`src/hppi_pkg.sv`:
```
// shared constants, types and register map of the hub port power and indicator block
package hppi_pkg;

	localparam int NPORTS        = 4;
	localparam int MS_NS         = 1000000;
	localparam int CLK_PERIOD_NS = 4;
	localparam int CYCLES_PER_MS = MS_NS / CLK_PERIOD_NS;
	localparam int PRE_W         = 18;
	localparam int BLINK_HALF_MS = 500;
	localparam int BLK_W         = 10;

	// byte offsets on the register bus
	localparam logic [7:0] ADR_CTRL   = 8'h00;
	localparam logic [7:0] ADR_OCTIME = 8'h04;
	localparam logic [7:0] ADR_POWER  = 8'h08;
	localparam logic [7:0] ADR_RESET  = 8'h0C;
	localparam logic [7:0] ADR_IND    = 8'h10;
	localparam logic [7:0] ADR_STATUS = 8'h14;

	// register fields and reset values
	localparam int         CTRL_GANG   = 0;
	localparam int         CTRL_IND_EN = 1;
	localparam int         CTRL_CFG    = 2;
	localparam logic       RST_GANG    = 1'b0;
	localparam logic       RST_IND_EN  = 1'b1;
	localparam logic [3:0] RST_OC_MS   = 4'h8;
	localparam int         OCT_EN_LSB  = 0;
	localparam int         OCT_DIS_LSB = 4;
	localparam int         PWR_SET_LSB = 0;
	localparam int         PWR_CLR_LSB = 4;
	localparam int         ST_QUAL_LSB = 0;
	localparam int         ST_CHG_LSB  = 4;
	localparam int         ST_LAT_LSB  = 8;
	localparam int         IND_NIB     = 4;

	typedef enum logic [3:0] {
		PS_POWERED_OFF, PS_DISCONNECTED, PS_DISABLED, PS_ENABLED, PS_TRANSMIT,
		PS_TRANSMITR, PS_SUSPENDED, PS_RESUMING, PS_SENDEOR, PS_RESTART
	} hppi_pstate_t;

	typedef enum logic [2:0] {
		IND_AUTO, IND_AMBER, IND_GREEN, IND_OFF, IND_BLINK_OG, IND_BLINK_OA, IND_BLINK_GA
	} hppi_ind_t;

	typedef struct packed {
		logic        cyc;
		logic        stb;
		logic        we;
		logic [7:0]  adr;
		logic [3:0]  sel;
		logic [31:0] dat;
	} hppi_wb_req_t;

	typedef struct packed {
		logic [PRE_W-1:0] sub;
		logic [3:0]       ms;
		logic             qual;
	} hppi_filt_t;

	typedef struct packed {
		logic [NPORTS-1:0]            power;
		logic [NPORTS-1:0]            oc_lat;
		logic [NPORTS-1:0]            chg;
		logic [NPORTS-1:0]            ovr;
		logic [NPORTS-1:0]            rst_grn;
		logic [NPORTS-1:0]            qual_d;
		hppi_ind_t [NPORTS-1:0]       sel;
		logic                         gang;
		logic                         ind_en;
		logic                         cfg;
		logic [3:0]                   oc_en_ms;
		logic [3:0]                   oc_dis_ms;
		logic [PRE_W-1:0]             ms_pre;
		logic [BLK_W-1:0]             blk_cnt;
		logic                         blink;
		logic                         ack;
		logic [31:0]                  dat;
		logic [NPORTS-1:0]            port_power_enable_n;
		logic [NPORTS-1:0]            grn;
		logic [NPORTS-1:0]            amb;
	} hppi_state_t;

endpackage

```
`src/hppi_top.sv`:
```
// downstream port power switching, over-current handling and port indicators
//
// Implementation choices: register access over Wishbone and the register offsets.
`timescale 1ns/1ps
module hppi_top #(
	parameter int CYCLES_PER_MS = hppi_pkg::CYCLES_PER_MS,
	parameter int BLINK_HALF_MS = hppi_pkg::BLINK_HALF_MS
) (
	// clock, reset, enable
	input  wire logic                                         clk_i,
	input  wire logic                                         rst_i,
	input  wire logic                                         ce_i,
	// wishbone slave
	input  wire hppi_pkg::hppi_wb_req_t                       wb_i,
	output logic                                              wb_ack_o,
	output logic [31:0]                                       wb_dat_o,
	// port state from the port state machines
	input  wire hppi_pkg::hppi_pstate_t [hppi_pkg::NPORTS-1:0] port_state_i,
	// external power switch
	input  wire logic [hppi_pkg::NPORTS-1:0]                  port_overcurrent_sense_n_i,
	output logic [hppi_pkg::NPORTS-1:0]                       port_power_enable_n_o,
	// indicators
	output logic [hppi_pkg::NPORTS-1:0]                       led_green_o,
	output logic [hppi_pkg::NPORTS-1:0]                       led_amber_o,
	// toward hub controller
	output logic                                              hub_char_ind_o,
	output logic [hppi_pkg::NPORTS-1:0]                       port_change_o
);
	import hppi_pkg::*;

	localparam logic [PRE_W-1:0] CPM_M1 = PRE_W'(CYCLES_PER_MS - 1);
	localparam logic [BLK_W-1:0] BLK_M1 = BLK_W'(BLINK_HALF_MS - 1);

	hppi_state_t       st;
	hppi_state_t       n;
	logic [NPORTS-1:0] qual;
	logic [3:0]        lim [NPORTS];

	function automatic logic hppi_active(input hppi_pstate_t s);
		return s == PS_ENABLED || s == PS_TRANSMIT || s == PS_TRANSMITR;
	endfunction

	// returns {green, amber}
	function automatic logic [1:0] hppi_led(input hppi_ind_t c, input logic g, input logic a, input logic bl);
		case (c)
			IND_AUTO:     return {g, a};
			IND_AMBER:    return 2'b01;
			IND_GREEN:    return 2'b10;
			IND_BLINK_OG: return {bl, 1'b0};
			IND_BLINK_OA: return {1'b0, bl};
			default:      return 2'b00;
		endcase
	endfunction

	genvar gi;
	generate
		for (gi = 0; gi < NPORTS; gi++) begin : g_filt
			// enabled and disabled ports qualify with their own time
			assign lim[gi] = hppi_active(port_state_i[gi]) ? st.oc_en_ms : st.oc_dis_ms;
			hppi_oc_filter #(
				.CYCLES_PER_MS(CYCLES_PER_MS)
			) u_filt (
				.clk_i       (clk_i),
				.rst_i       (rst_i),
				.ce_i        (ce_i),
				.sense_n_i   (port_overcurrent_sense_n_i[gi]),
				.limit_ms_i  (lim[gi]),
				.qualified_o (qual[gi])
			);
		end
	endgenerate

	always_comb begin
		logic              hit;
		logic              wr;
		logic [31:0]       rd;
		logic [NPORTS-1:0] set_p;
		logic [NPORTS-1:0] clr_p;
		logic [NPORTS-1:0] rise;
		logic [NPORTS-1:0] rreq;
		logic [NPORTS-1:0] w1c;
		logic [2:0]        code;
		logic              g_a;
		logic              a_a;
		logic [1:0]        led;
		hit   = 1'b0;
		wr    = 1'b0;
		rd    = 32'h0000_0000;
		set_p = '0;
		clr_p = '0;
		rreq  = '0;
		rise  = '0;
		w1c   = '0;
		code  = 3'h0;
		g_a   = 1'b0;
		a_a   = 1'b0;
		led   = 2'b00;
		n     = st;

		// single-cycle classic slave: ack the cycle after the request, then drop it
		hit   = wb_i.cyc && wb_i.stb && !st.ack;
		wr    = hit && wb_i.we;
		n.ack = hit;

		// millisecond prescaler drives the manual blink phase
		if (st.ms_pre == CPM_M1) begin
			n.ms_pre = '0;
			if (st.blk_cnt == BLK_M1) begin
				n.blk_cnt = '0;
				n.blink   = ~st.blink;
			end else begin
				n.blk_cnt = st.blk_cnt + BLK_W'(1);
			end
		end else begin
			n.ms_pre = st.ms_pre + PRE_W'(1);
		end

		case (wb_i.adr)
			ADR_CTRL: begin
				rd[CTRL_GANG]   = st.gang;
				rd[CTRL_IND_EN] = st.ind_en;
				rd[CTRL_CFG]    = st.cfg;
				if (wr && wb_i.sel[0]) begin
					n.gang   = wb_i.dat[CTRL_GANG];
					n.ind_en = wb_i.dat[CTRL_IND_EN];
					n.cfg    = wb_i.dat[CTRL_CFG];
				end
			end
			ADR_OCTIME: begin
				rd[OCT_EN_LSB +: 4]  = st.oc_en_ms;
				rd[OCT_DIS_LSB +: 4] = st.oc_dis_ms;
				if (wr && wb_i.sel[0]) begin
					n.oc_en_ms  = wb_i.dat[OCT_EN_LSB +: 4];
					n.oc_dis_ms = wb_i.dat[OCT_DIS_LSB +: 4];
				end
			end
			ADR_POWER: begin
				rd[NPORTS-1:0] = st.power;
				if (wr && wb_i.sel[0]) begin
					set_p = wb_i.dat[PWR_SET_LSB +: NPORTS];
					clr_p = wb_i.dat[PWR_CLR_LSB +: NPORTS];
				end
			end
			ADR_RESET: begin
				rd[NPORTS-1:0] = st.rst_grn;
				if (wr && wb_i.sel[0]) begin
					rreq = wb_i.dat[NPORTS-1:0];
				end
			end
			ADR_IND: begin
				for (int i = 0; i < NPORTS; i++) begin
					rd[i*IND_NIB +: 3] = st.sel[i];
					code = wb_i.dat[i*IND_NIB +: 3];
					// reserved codes are refused so a port never shows the reserved pattern
					if (wr && wb_i.sel[i/2] && code <= 3'(IND_BLINK_OA)) begin
						n.sel[i] = hppi_ind_t'(code);
						if (code != 3'(IND_AUTO)) begin
							n.ovr[i] = 1'b1;
						end
					end
				end
			end
			ADR_STATUS: begin
				rd[ST_QUAL_LSB +: NPORTS] = qual;
				rd[ST_CHG_LSB +: NPORTS]  = st.chg;
				rd[ST_LAT_LSB +: NPORTS]  = st.oc_lat;
				if (wr && wb_i.sel[0]) begin
					w1c = wb_i.dat[ST_CHG_LSB +: NPORTS];
				end
			end
			default: rd = 32'h0000_0000;
		endcase
		n.dat = hit ? rd : 32'h0000_0000;

		// power commands; ganged switching moves every port together
		if (st.gang) begin
			if (|set_p) begin
				n.power  = '1;
				n.oc_lat = '0;
			end
			if (|clr_p) begin
				n.power = '0;
			end
		end else begin
			n.power  = (st.power | set_p) & ~clr_p;
			n.oc_lat = st.oc_lat & ~set_p;
		end

		// qualified over-current drops power and latches for amber
		rise     = qual & ~st.qual_d;
		n.qual_d = qual;
		// the latch follows the live fault, so a power-set in the same cycle cannot hide it
		n.oc_lat = n.oc_lat | qual;
		if (st.gang && |qual) begin
			n.power = '0;
		end else begin
			n.power = n.power & ~qual;
		end
		if (!n.cfg) begin
			n.power = '0;
		end

		// change flags: a new event wins over a clear in the same cycle
		n.chg = (st.chg & ~w1c) | rise;

		for (int i = 0; i < NPORTS; i++) begin
			if (rreq[i] && !st.ovr[i]) begin
				n.rst_grn[i] = 1'b1;
			end else if (hppi_active(port_state_i[i]) || port_state_i[i] == PS_POWERED_OFF) begin
				n.rst_grn[i] = 1'b0;
			end
			// automatic colours are steady; no blink term enters them
			g_a = hppi_active(port_state_i[i]) || st.rst_grn[i];
			a_a = st.oc_lat[i] && (st.gang ? port_state_i[i] == PS_DISABLED
				: port_state_i[i] == PS_POWERED_OFF);
			led = hppi_led(st.sel[i], g_a, a_a, st.blink);
			n.grn[i] = st.ind_en && led[1];
			n.amb[i] = st.ind_en && led[0];
		end

		n.port_power_enable_n = ~n.power;
	end

	always_ff @(posedge clk_i) begin
		if (rst_i) begin
			st           <= '0;
			st.gang      <= RST_GANG;
			st.ind_en    <= RST_IND_EN;
			st.oc_en_ms  <= RST_OC_MS;
			st.oc_dis_ms <= RST_OC_MS;
			st.port_power_enable_n     <= '1;
			for (int i = 0; i < NPORTS; i++) begin
				st.sel[i] <= IND_AUTO;
			end
		end else if (ce_i) begin
			st <= n;
		end
	end

	assign wb_ack_o              = st.ack;
	assign wb_dat_o              = st.dat;
	assign port_power_enable_n_o = st.port_power_enable_n;
	assign led_green_o           = st.grn;
	assign led_amber_o           = st.amb;
	assign hub_char_ind_o        = st.ind_en;
	assign port_change_o         = st.chg;
endmodule

```
`src/hppi_oc_filter.sv`:
```
// timed qualification filter for one active-low over-current sense input
`timescale 1ns/1ps
module hppi_oc_filter #(
	parameter int CYCLES_PER_MS = hppi_pkg::CYCLES_PER_MS
) (
	// clock, reset, enable
	input  wire logic       clk_i,
	input  wire logic       rst_i,
	input  wire logic       ce_i,
	// sense and limit
	input  wire logic       sense_n_i,
	input  wire logic [3:0] limit_ms_i,
	// result
	output logic            qualified_o
);
	import hppi_pkg::*;

	localparam logic [PRE_W-1:0] SUB_M1 = PRE_W'(CYCLES_PER_MS - 1);

	hppi_filt_t st;
	hppi_filt_t n;

	always_comb begin
		n = st;
		if (sense_n_i) begin
			n = '0;
		end else if (!st.qual) begin
			if (st.ms >= limit_ms_i) begin
				n.qual = 1'b1;
			end else if (st.sub == SUB_M1) begin
				n.sub = '0;
				n.ms  = st.ms + 4'h1;
			end else begin
				n.sub = st.sub + PRE_W'(1);
			end
		end
	end

	always_ff @(posedge clk_i) begin
		if (rst_i) begin
			st <= '0;
		end else if (ce_i) begin
			st <= n;
		end
	end

	assign qualified_o = st.qual;

	// helper: length of the current low run, in enabled cycles
	int low_run;
	always_ff @(posedge clk_i) begin
		if (rst_i) begin
			low_run <= 0;
		end else if (ce_i) begin
			low_run <= sense_n_i ? 0 : low_run + 1;
		end
	end
endmodule

```
`config.mk`:
```
export PLATFORM = sky130hd
export DESIGN_NAME = hppi_top
export DESIGN_NICKNAME = d
export VERILOG_FILES = /design/src/hppi_pkg.sv /design/src/hppi_top.sv /design/src/hppi_oc_filter.sv
export SDC_FILE = /design/constraint.sdc
export NUM_CORES = 1
export LEC_CHECK = 0
export BUFFER_PORTS_ARGS = -buffer_cell sky130_fd_sc_hd__buf_2
export CORE_MARGIN = 10
export CORE_UTILIZATION = 28
export CTS_CLUSTER_DIAMETER = 120
export DETAILED_ROUTE_END_ITERATION = 7
export GPL_TIMING_DRIVEN = 0
export PLACE_DENSITY = 0.53
export SLEW_MARGIN = 20
export SYNTH_ARGS = -nofsm -noshare
export SYNTH_HDL_FRONTEND = slang
export SYNTH_SLANG_ARGS = --single-unit
```
`constraint.sdc`:
```
create_clock -name clk_i -period 3.41 [get_ports clk_i]
set_clock_uncertainty 0.15 [all_clocks]
set_input_delay 0.682 -clock clk_i [delete_from_list [all_inputs] [get_ports clk_i]]
set_output_delay 0.682 -clock clk_i [all_outputs]
set_load 0.02 [all_outputs]
```
# == Word-level counts from Yosys, hierarchy flattened ==
# Index checks and enable logic that the tools add are counted.
# op_classes
bitwise,15
n_eq_ne,51
magnitude_cmp,8
addsub,10
n_mux,67
reduce_logical,95
# op_table
operator,n
2-to-1 mux 23 bit,8
"adder 18 x 1 -> 18 bit, second input constant",5
"equality test 18 bit, second input constant",5
2-to-1 mux 18 bit,5
2-to-1 mux 22 bit,4
2-to-1 mux 4 bit,17
case mux 2 bit (5 select lines),4
AND reduction 3 bit,11
"equality test 4 x 2 -> 1 bit, second input constant",8
"equality test 4 x 3 -> 1 bit, second input constant",8
AND reduction 4 bit,8
logical AND 1 bit,26
"equality test 3 bit, second input constant",8
inverter 4 bit,6
AND 4 bit,5
2-to-1 mux 1 bit,19
case mux 3 bit (6 select lines),1
"adder 4 x 1 -> 4 bit, second input constant",4
"equality test 8 x 4 -> 1 bit, second input constant",2
"equality test 8 x 5 -> 1 bit, second input constant",2
greater-or-equal comparator 4 bit,4
logical NOT 4 bit,4
logical OR 1 bit,16
2-to-1 mux 8 bit,2
23 further kinds,64
# totals
ff_bits,213
elab_cells,287

# == Logic depth before layout (Yosys ltp) ==
# Gate-level depths: netlist of run 1.
# depth
word_depth,14
depth_mapped,12

# == Cells and area by module ==
# Synthesis of run 1 repeated with hierarchy kept, for this count alone.
# unflattened
cells_unflattened,1349
area_unflattened_um2,11289.6
# modules_own_cells
module,cells_per_inst,area_each_um2,seq_area_each_um2,instances
hppi_oc_filter,175,1436.4,460.4,4
hppi_top,649,5544.1,2082.0,1

# == Least setup slack after synthesis of run 1 ==
# Ideal clock, no wire load.
# synth_path
path_kind,input-to-reg
from,input port port_state_i[13] (netlist name)
to,register g_filt[3].u_filt.st[11] (netlist name)
arrival_ns,3.219
path_buffers,2
setup_time_ns,0.128
setup_slack_ns,-0.087
path_stages,11
cell_sequence,nand2b_1 -> a21oi_1 -> mux2_2 -> ha_1 -> nor2b_1 -> o21ai_1 -> a21o_1 -> clkbuf_1 -> o21ai_0 -> clkbuf_1 -> nor2_1
# synth_between
elab_chain_len,7
word_cells_on_any_way,9
cone_classes,order compare (1); eq/ne (4); mux (1); reduce/logical (3)
# synth_lines
element,line_no,source
"start, declared",hppi_top.sv:18,"input wire hppi_pkg::hppi_pstate_t [hppi_pkg::NPORTS-1:0] port_state_i,"
equality test 4 x 2 -> 1 bit / equality test 4 x 3 -> 1 bit (equally long branches),hppi_top.sv:40,return s == PS_ENABLED || s == PS_TRANSMIT || s == PS_TRANSMITR;
logical OR 1 bit,hppi_top.sv:40,
logical OR 1 bit (*),hppi_top.sv:40,
2-to-1 mux 4 bit (*),hppi_top.sv:59,assign lim[gi] = hppi_active(port_state_i[gi]) ? st.oc_en_ms : st.oc_dis_ms;
greater-or-equal comparator 4 bit (*),hppi_oc_filter.sv:28,if (st.ms >= limit_ms_i) begin
inequality test 2 bit (no line) (*),-,
AND reduction 3 bit (no line) (*),-,
"end signal, assigned",hppi_oc_filter.sv:43,st <= n;
"end, declared",hppi_oc_filter.sv:20,hppi_filt_t st;
# Every way passes the cells marked *; elsewhere a longest branch is shown, timed or not.
# A chain may end at the register's enable or synchronous reset.

==> impl_metrics.json, run 1 <==
{
  "tightest_slew_ns": 1.02,
  "crit_slowest_cell": "clkbuf_1",
  "rows": 71,
  "final_common_cell": "dfxtp_1",
  "cts_tree": "yes",
  "required_ns": 3.63,
  "synth-async-reset-ratio_pct": 0,
  "dp_hpwl_um": 24600,
  "r2r_start": "st[56]",
  "antenna_left": 0,
  "port_buffers": 77,
  "syn_to_final_growth_pct": 16.8,
  "root_buffer": "clkbuf_16",
  "worstSetupPathType": "primary input to flip-flop",
  "hold_viol_final": 0,
  "clock_path_buffers": 2,
  "arrival_ns": 3.49,
  "crit_chain": "buf_2 -> clkbuf_1 -> clkbuf_1 -> clkbuf_1 -> clkbuf_1 -> o2111ai_1 -> a21oi_1",
  "rr_endpoint": "st[46]",
  "whs_path_depth": 2,
  "drt_iter0_markers": 694,
  "whs_ns": 0.315,
  "final_cell_mix": "dfxtp_1 (196), nor2_1 (133), a21oi_1 (107)",
  "worstPathMaxFanout": 10,
  "status": "finished, final reports clean",
  "relSlewSlack_pct": 31.4,
  "groute.usage.overall_pct": 13.7,
  "synth_top_cell_area_share_pct": 36.9,
  "final-max-slew-violation-count": 0,
  "antenna_found_initial": 2,
  "worstSkewPairLatency_ns": 0.45,
  "path_delay_family": "buffers and inverters",
  "hp-class": "flip-flop to flip-flop",
  "critPathMaxStageDelay_ns": 0.58,
  "hold_end": "st[107]",
  "path_clk_slew_ns": 0.08,
  "crit_top_cell": "clkbuf_1",
  "vias_per_cell": 5.12,
  "n_fill_cell": 3995,
  "post-route-min-period_ns": 3.27,
  "rrSetupSlack_ns": 0.32,
  "peakVddDrop_mv": 0.257,
  "drc": 0,
  "synthDistinctLibCells": 81,
  "synth_edf_count": 0,
  "power_density_nw_per_um2": 395,
  "finalNonFillerCells": 1904,
  "synth_seq_area_share_pct": 36.9,
  "die_y_um": 215,
  "drv_cap": 0,
  "grt_max_degree": 21,
  "setup_viol": 0,
  "cp_num_buf_inv": 5,
  "routed_wl_um": 32700,
  "fin_crit_sh_pct": 96.0,
  "ios": 120,
  "grt_pass1_wl_um": 51600,
  "drt_first_pass_iters": 5,
  "dp_cells": 1871,
  "drive_gt1_share_pct": 15.4,
  "grt_pass1_vias": 9249,
  "die_w_um": 215,
  "core_area_um2": 37600,
  "syn_area_per_cell_um2": 8.39,
  "numCtsBuffers": 17,
  "synth.area.top_cells": "dfxtp_1 (37%), a21oi_1 (5.1%), nor2_1 (4.8%)",
  "vias": 9741,
  "synthFlopType": "dfxtp_1",
  "grt.overflow.total": 0,
  "htreeDepth": 4,
  "hold_buffers": 0,
  "yosysWarnings": 0,
  "cts_sinks": 196,
  "syn_inst": 1267,
  "ys_ff_latch": 196,
  "dieArea_um2": 46200,
  "place_congestion": 0.864,
  "cp-end-kind": "flip-flop",
  "cp-start-kind": "primary input",
  "r2r_cells": 7,
  "leakage_uw": 0.00423,
  "fin_nets": 1475,
  "synth.largest_area_cell": "dfxtp_1",
  "wl_per_cell_um": 17.2,
  "start_util_pct": 28.3,
  "synth_area_um2": 10600,
  "hold_start": "st[107]",
  "fmax_ghz": 0.306
}
==> report_power, final <==
group	switching [µW]	leakage, µW	internal (µW)
Combinational	261	0.00233	124
Sequential	29.3	0.00158	2310
Clock	1050	0.000311	1140
Total	1340	0.00423	3570
==> through the flow <==
stage	worst slack [ns]	cell area, µm²	util [%]	power [µW]	TNS, ns
after floorplan	0.00713	10700	-	2610	0
after global placement	-0.795	11700	31.2	2770	-50.92
after detailed placement	-0.877	11700	31.2	2770	-52.63
after CTS	0.00611	12400	32.9	4950	0
after global routing	-0.00671	12400	33.1	5070	-0.00671
final	0.138	12400	33.1	4910	0
==> synth_stat cells (23+ instances only) <==
| master | count |
|---|---|
| dfxtp_1 | 196 |
| nor2_1 | 136 |
| a21oi_1 | 109 |
| nand2_1 | 86 |
| xnor2_1 | 54 |
| nand3_1 | 50 |
| clkbuf_1 | 49 |
| o21ai_0 | 49 |
| buf_4 | 48 |
| mux2i_1 | 38 |
| nand4_1 | 32 |
| or3_1 | 28 |
| ha_1 | 26 |
| o31ai_1 | 23 |
==> layer usage <==
layer	routed length, µm	track usage (%)
met5	7	0
met4	812	4.87
met3	1530	2.85
met2	14700	21.8
met1	15600	18.0
==> tightest hold or removal path, stage by stage, from the launching register on <==
cell     delay (ns)
dfxtp_1        0.31
inv_1          0.06
a21oi_1        0.06
==> sequential cells by signal (all words and copies together) (netlist names) <==
| signal | count |
|---|---|
| g_filt.u_filt.st | 88 |
| led_green_o | 4 |
| st | 71 |
| port_change_o | 4 |
| port_power_enable_n_o | 4 |
| g_filt.u_filt.qualified_o | 4 |
| led_amber_o | 4 |
| wb_ack_o | 1 |
| hub_char_ind_o | 1 |
| wb_dat_o | 15 |
==> kinds of logic (layout without fill, tap and decap cells) <==
| group | count (synthesis) | in the layout | share of synthesized area [%] |
|---|---|---|---|
| other | 1 | 18 | 0.0353 |
| XOR/XNOR | 69 | 69 | 5.68 |
| multiplexers | 43 | 43 | 4.11 |
| AND/OR/NAND/NOR | 498 | 498 | 25.3 |
| flip-flops | 196 | 196 | 36.9 |
| buffers and inverters | 128 | 237 | 6.31 |
| AO/OA/AOI/OAI | 306 | 306 | 18.6 |
| adder cells (fa/ha/maj) | 26 | 26 | 3.06 |
==> how the worst max path moves through the flow <==
stage | cells past startpoint | slack [ns] | to | from
floorplan | 10 | 0.007 | g_filt[2].u_filt.st[13] | port_state_i[8]
global placement | 12 | -0.80 | g_filt[3].u_filt.st[21] | port_state_i[14]
detailed placement | 12 | -0.88 | g_filt[3].u_filt.st[5] | port_state_i[14]
CTS | 13 | 0.006 | g_filt[0].u_filt.st[8] | port_state_i[0]
global route | 11 | -0.007 | g_filt[2].u_filt.st[13] | port_state_i[8]
finish | 7 | 0.14 | led_green_o[0] | ce_i
==> layout make-up <==
cell class	count	area, µm²	area share [%]
Inverter	22	82.6	0.665
Sequential cell	196	3920	31.6
Antenna cell	1	2.50	0.0201
Multi-Input combinational cell	959	6150	49.5
Timing Repair Buffer	79	400	3.22
Clock buffer	17	425	3.42
Clock inverter	15	214	1.72
Tap cell	511	639	5.15
Buffer	104	589	4.74
==> what timing repair did <==
action,4_1_cts,5_1_grt
gates resized for setup,7,16
setup buffers,0,2
pin swaps,0,2
setup endpoints to repair,43,68
Power figures use the tool's default switching activity.
==> run 2: changes to the inputs <==
- CELL_PAD_IN_SITES_DETAIL_PLACEMENT: default -> 1
- CELL_PAD_IN_SITES_GLOBAL_PLACEMENT: default -> 1
- PLACE_DENSITY: 0.53 -> 0.64
==> impl_metrics.json, run 2 (synthesized netlist as in run 1, its figures left out) <==
{
  "cts_sinks": 196,
  "hold_start": "st[105]",
  "antenna_found_initial": 2,
  "path_delay_family": "simple AND/OR/NAND/NOR gates",
  "cp_num_buf_inv": 1,
  "grt_pass1_wl_um": 58300,
  "post-route-min-period_ns": 3.23,
  "fin_nets": 1476,
  "antenna_left": 0,
  "worstPathMaxFanout": 6,
  "worstSkewPairLatency_ns": 0.47,
  "n_fill_cell": 4500,
  "routed_wl_um": 36300,
  "cp-start-kind": "primary input",
  "peakVddDrop_mv": 0.242,
  "path_clk_slew_ns": 0.08,
  "whs_ns": 0.307,
  "syn_to_final_growth_pct": 16.8,
  "place_congestion": 0.807,
  "final-max-slew-violation-count": 0,
  "htreeDepth": 4,
  "ios": 120,
  "dieArea_um2": 46200,
  "status": "finished, final reports clean",
  "core_area_um2": 37600,
  "drt_first_pass_iters": 5,
  "met3_usage_pct": 2.40,
  "drt_iter0_markers": 517,
  "relSlewSlack_pct": 35.9,
  "dp_hpwl_um": 27100,
  "grt_max_degree": 22,
  "numCtsBuffers": 17,
  "largest_reg_flops": 88,
  "preCtsSetupSlack_ns": -1.02,
  "grt_pass1_vias": 10200,
  "wl_per_cell_um": 19.0,
  "diodes": 0,
  "die_y_um": 215,
  "setup_viol": 0,
  "top_register": "g_filt.u_filt.st",
  "rows": 71,
  "arrival_ns": 3.47,
  "groute.usage.overall_pct": 15.5,
  "grt_use_met1_pct": 20.4,
  "tightest_slew_ns": 0.956,
  "root_buffer": "clkbuf_16",
  "grt_busiest_layer": "met2",
  "critPathMaxStageDelay_ns": 0.50,
  "drv_cap": 0,
  "power_density_nw_per_um2": 389,
  "grt.overflow.total": 0,
  "fin_ws_ns": 0.180,
  "crit_chain": "buf_2 -> nor2b_2 -> mux2i_1 -> nor2_2 -> mux2i_1 -> ha_1 -> or4b_1 -> a21o_1 -> and2_1 -> or4_1 -> a21oi_1",
  "rsz0062_at_grt": "yes",
  "drive_gt1_share_pct": 15.7,
  "start_util_pct": 28.3,
  "cp-end-kind": "flip-flop",
  "fmax_ghz": 0.310,
  "hold_viol_final": 0,
  "drc": 0,
  "die_w_um": 215,
  "leakage_uw": 0.00422,
  "worstSetupPathType": "primary input to flip-flop",
  "required_ns": 3.65,
  "final_common_cell": "dfxtp_1",
  "port_buffers": 77,
  "crit_slowest_cell": "or4b_1",
  "hp-class": "flip-flop to flip-flop",
  "cts_tree": "yes",
  "fin_crit_sh_pct": 94.7,
  "clock_path_buffers": 2,
  "setup_tns_ns": 0,
  "final_cell_mix": "dfxtp_1 (196), nor2_1 (133), a21oi_1 (107)",
  "r2r_start": "st[56]",
  "crit_top_cell": "mux2i_1",
  "vias_per_cell": 5.24,
  "vias": 9971,
  "met2_usage_pct": 25.7,
  "startpoint": "port_state_i[10]"
}
run 2: cell types whose count changed in the layout (fill, tap and decap cells not counted), moves of 2 or more:
cell / change
a211oi_2: +2
clkbuf_2: +2
bufinv_16: -2
inv_8: +3
o21ai_4: +2
a211oi_1: -2
run 2: path summary, 6_finish.rpt:
| check | endpoint | slack [ns] | cells after the start |
|---|---|---|---|
| max | g_filt[2].u_filt.st[13] | 0.18 | 11 |
| min | st[105] | 0.31 | 2 |
| max reg2reg | st[50] | 0.46 | 7 |
| min reg2reg | st[105] | 0.31 | 2 |
run 2: worst reg2reg max path, delay by kind of cell (launching register included):
family	cells	cell delay (ns)
fa+ha+maj	1	0.19
buf+inv	1	0.21
flops	1	0.38
simple gates	5	1.92
run 2: timing repair:
action,CTS,global route
cloned,0,0
pin swaps,0,1
hold buffers,0,0
resized for setup,13,17
buffers inserted,0,2
endpoints found under the setup margin,67,73
run 2: per-layer routing:
metal	share of wire (%)	wire length (µm)
met4	1.5	529
met3	4.0	1440
met5	0	0
met1	48	17300
met2	47	17000
run 2: final cells by class:
class / count / area (µm²) / area share [%]
multi-input cells: 959 / 6180 / 49.8
inverters: 22 / 82.6 / 0.665
plain buffers: 105 / 596 / 4.80
clock inverters: 15 / 170 / 1.37
repair buffers: 79 / 400 / 3.22
well taps: 511 / 639 / 5.15
flip-flops and latches: 196 / 3920 / 31.6
clock buffers: 17 / 425 / 3.43
run 2: per-stage QoR:
stage               total power (µW)  area (µm²)  instances  utilization (%)
floorplan                       2610       10700       1283                -
global placement                2770       11700       1871             31.2
detailed placement              2770       11700       1871             31.2
CTS                             4870       12300       1903             32.9
global route                    5010       12400       1904             33.1
finish                          4830       12400       1904             33.1
run 2: where the power goes:
| part | total, µW | leakage (µW) | internal, µW | switching [µW] |
|---|---|---|---|---|
| clock network | 2100 | 0.000290 | 996 | 1100 |
| logic | 397 | 0.00235 | 126 | 270 |
| registers | 2340 | 0.00158 | 2310 | 29.3 |
==> run 3: changes to the inputs <==
- PLACE_DENSITY: 0.64 -> 0.62
- clock period: 3.41 -> 3 ns (I/O delays scaled with it)
==> impl_metrics.json, run 3 (synthesized netlist as in run 1, its figures left out) <==
{
  "crit_slowest_cell": "or4b_4",
  "fmax_ghz": 0.338,
  "root_buffer": "clkbuf_16",
  "drc": 0,
  "die_w_um": 215,
  "leakage_uw": 0.00435,
  "hp-class": "primary input to flip-flop",
  "n_fill_cell": 4433,
  "rows": 71,
  "drt_iter0_markers": 415,
  "numCtsBuffers": 17,
  "r2r_cells": 7,
  "cp_num_buf_inv": 1,
  "path_clk_slew_ns": 0.08,
  "total_power_uw": 5610,
  "grt_pass1_vias": 10000,
  "rrSetupSlack_ns": 0.25,
  "largest_reg_flops": 88,
  "worstSkewPairLatency_ns": 0.45,
  "die_y_um": 215,
  "final-max-slew-violation-count": 0,
  "post-route-cell-area_um2": 12800,
  "worstPathMaxFanout": 5,
  "cp-end-kind": "flip-flop",
  "endpoint": "g_filt[2].u_filt.st[13]",
  "regArea_um2": 3920,
  "start_util_pct": 28.3,
  "peakVddDrop_mv": 0.390,
  "drive_gt1_share_pct": 18.6,
  "drv_cap": 0,
  "startpoint": "port_state_i[10]",
  "critPathMaxStageDelay_ns": 0.48,
  "cts_sinks": 196,
  "cp-start-kind": "primary input",
  "port_buffers": 77,
  "top_register": "g_filt.u_filt.st",
  "grt_max_degree": 18,
  "whs_ns": 0.271,
  "finalNonFillerCells": 1916,
  "path_delay_family": "simple AND/OR/NAND/NOR gates",
  "dpl_cell_area_um2": 11900,
  "r2r_start": "st[77]",
  "dieArea_um2": 46200,
  "drt-met1-wl_um": 17500,
  "antenna_left": 0,
  "highest_layer": "met5",
  "fin_nets": 1489,
  "arrival_ns": 3.20,
  "diodes": 0,
  "status": "finished, final reports clean",
  "vias_per_cell": 5.21,
  "post-route-min-period_ns": 2.96,
  "ios": 120,
  "dp_hpwl_um": 27200,
  "rr_endpoint": "g_filt[2].u_filt.st[13]",
  "vias": 9981,
  "dp_cells": 1871,
  "cp.depth": 11,
  "route.met2.wl_um": 16700,
  "final_common_cell": "dfxtp_1",
  "setup_viol": 0,
  "fin_crit_sh_pct": 98.6,
  "core_area_um2": 37600,
  "routed_wl_um": 36400,
  "tightest_slew_ns": 0.922,
  "relSlewSlack_pct": 38.5,
  "htreeDepth": 4,
  "place_congestion": 0.852,
  "wl_per_cell_um": 19.0,
  "hold_viol_final": 0,
  "fin_util_pct": 34.0,
  "clock_path_buffers": 2,
  "antenna_found_initial": 1,
  "grt_pass1_wl_um": 57400,
  "multi_input_area_um2": 6380,
  "syn_to_final_growth_pct": 20.1,
  "cts_tree": "yes",
  "grt.overflow.total": 0,
  "groute.usage.overall_pct": 15.4,
  "hold_start": "wb_i[12]",
  "power_density_nw_per_um2": 439,
  "final_cell_mix": "dfxtp_1 (196), nor2_1 (132), a21oi_1 (103)",
  "required_ns": 3.24,
  "worstSetupPathType": "primary input to flip-flop",
  "drt_first_pass_iters": 4,
  "crit_chain": "buf_4 -> nor2b_4 -> mux2i_4 -> nor2_4 -> mux2i_2 -> ha_1 -> or4b_4 -> a21o_1 -> and2_4 -> or4_4 -> a21oi_2",
  "wl_met3_um": 1120
}
## run 3: cell count changes in the layout (fill, tap and decap cells not counted), sizes merged
cell and change:
buf +14, bufinv +3, clkinv -1, clkinvlp +1
inv -5
## run 3: worst min path at each step
| stage | to | slack (ns) | depth (start not counted) |
|---|---|---|---|
| global placement | wb_dat_o[1] | 0.29 | 2 |
| global route | st[94] | 0.27 | 3 |
| detailed placement | wb_dat_o[0] | 0.29 | 2 |
| floorplan | wb_dat_o[0] | 0.28 | 2 |
| CTS | st[94] | 0.25 | 3 |
| finish | st[94] | 0.27 | 3 |
## run 3: worst min-delay path: stages
cell	delay (ns)
buf_2	0.10
mux2i_1	0.07
nor2_1	0.07
## run 3: final cells by class
type	count	area share [%]
Inverter	22	0.647
Timing Repair Buffer	91	3.86
Multi-Input combinational cell	959	50.0
Tap cell	511	5.01
Buffer	106	5.06
Clock buffer	18	3.36
Clock inverter	13	1.36
Sequential cell	196	30.7
## run 3: through the flow
step	TNS [ns]	setup slack, ns
finish	0	0.0412
global route	-0.0149	-0.0149
CTS	-0.0000147	-0.0000147
detailed placement	-84.18	-1.01
global placement	-82.68	-1.00
floorplan	-0.244	-0.133
## run 3: power breakdown
part / total [µW] / internal, µW / leakage [µW] / switching (µW)
Sequential: 2660 / 2630 / 0.00158 / 35.5
Clock: 2460 / 1330 / 0.000290 / 1130
Combinational: 490 / 168 / 0.00247 / 322
Total: 5610 / 4120 / 0.00435 / 1490
## run 3: repair_timing
item                                    in CTS  in global routing
resized for setup                           10                 41
gates cloned                                 0                  0
pin swaps                                    6                 12
buffers inserted                             4                 10
endpoints found under the setup margin     100                 96
hold buffers                                 0                  0
## run 3: layer usage
metal  GRT usage, %  vias to the layer above
met4           5.98                        2
met1           20.1                     4905
met5              0                        -
met3           2.51                       53
met2           24.8                      156
li1               -                     4865
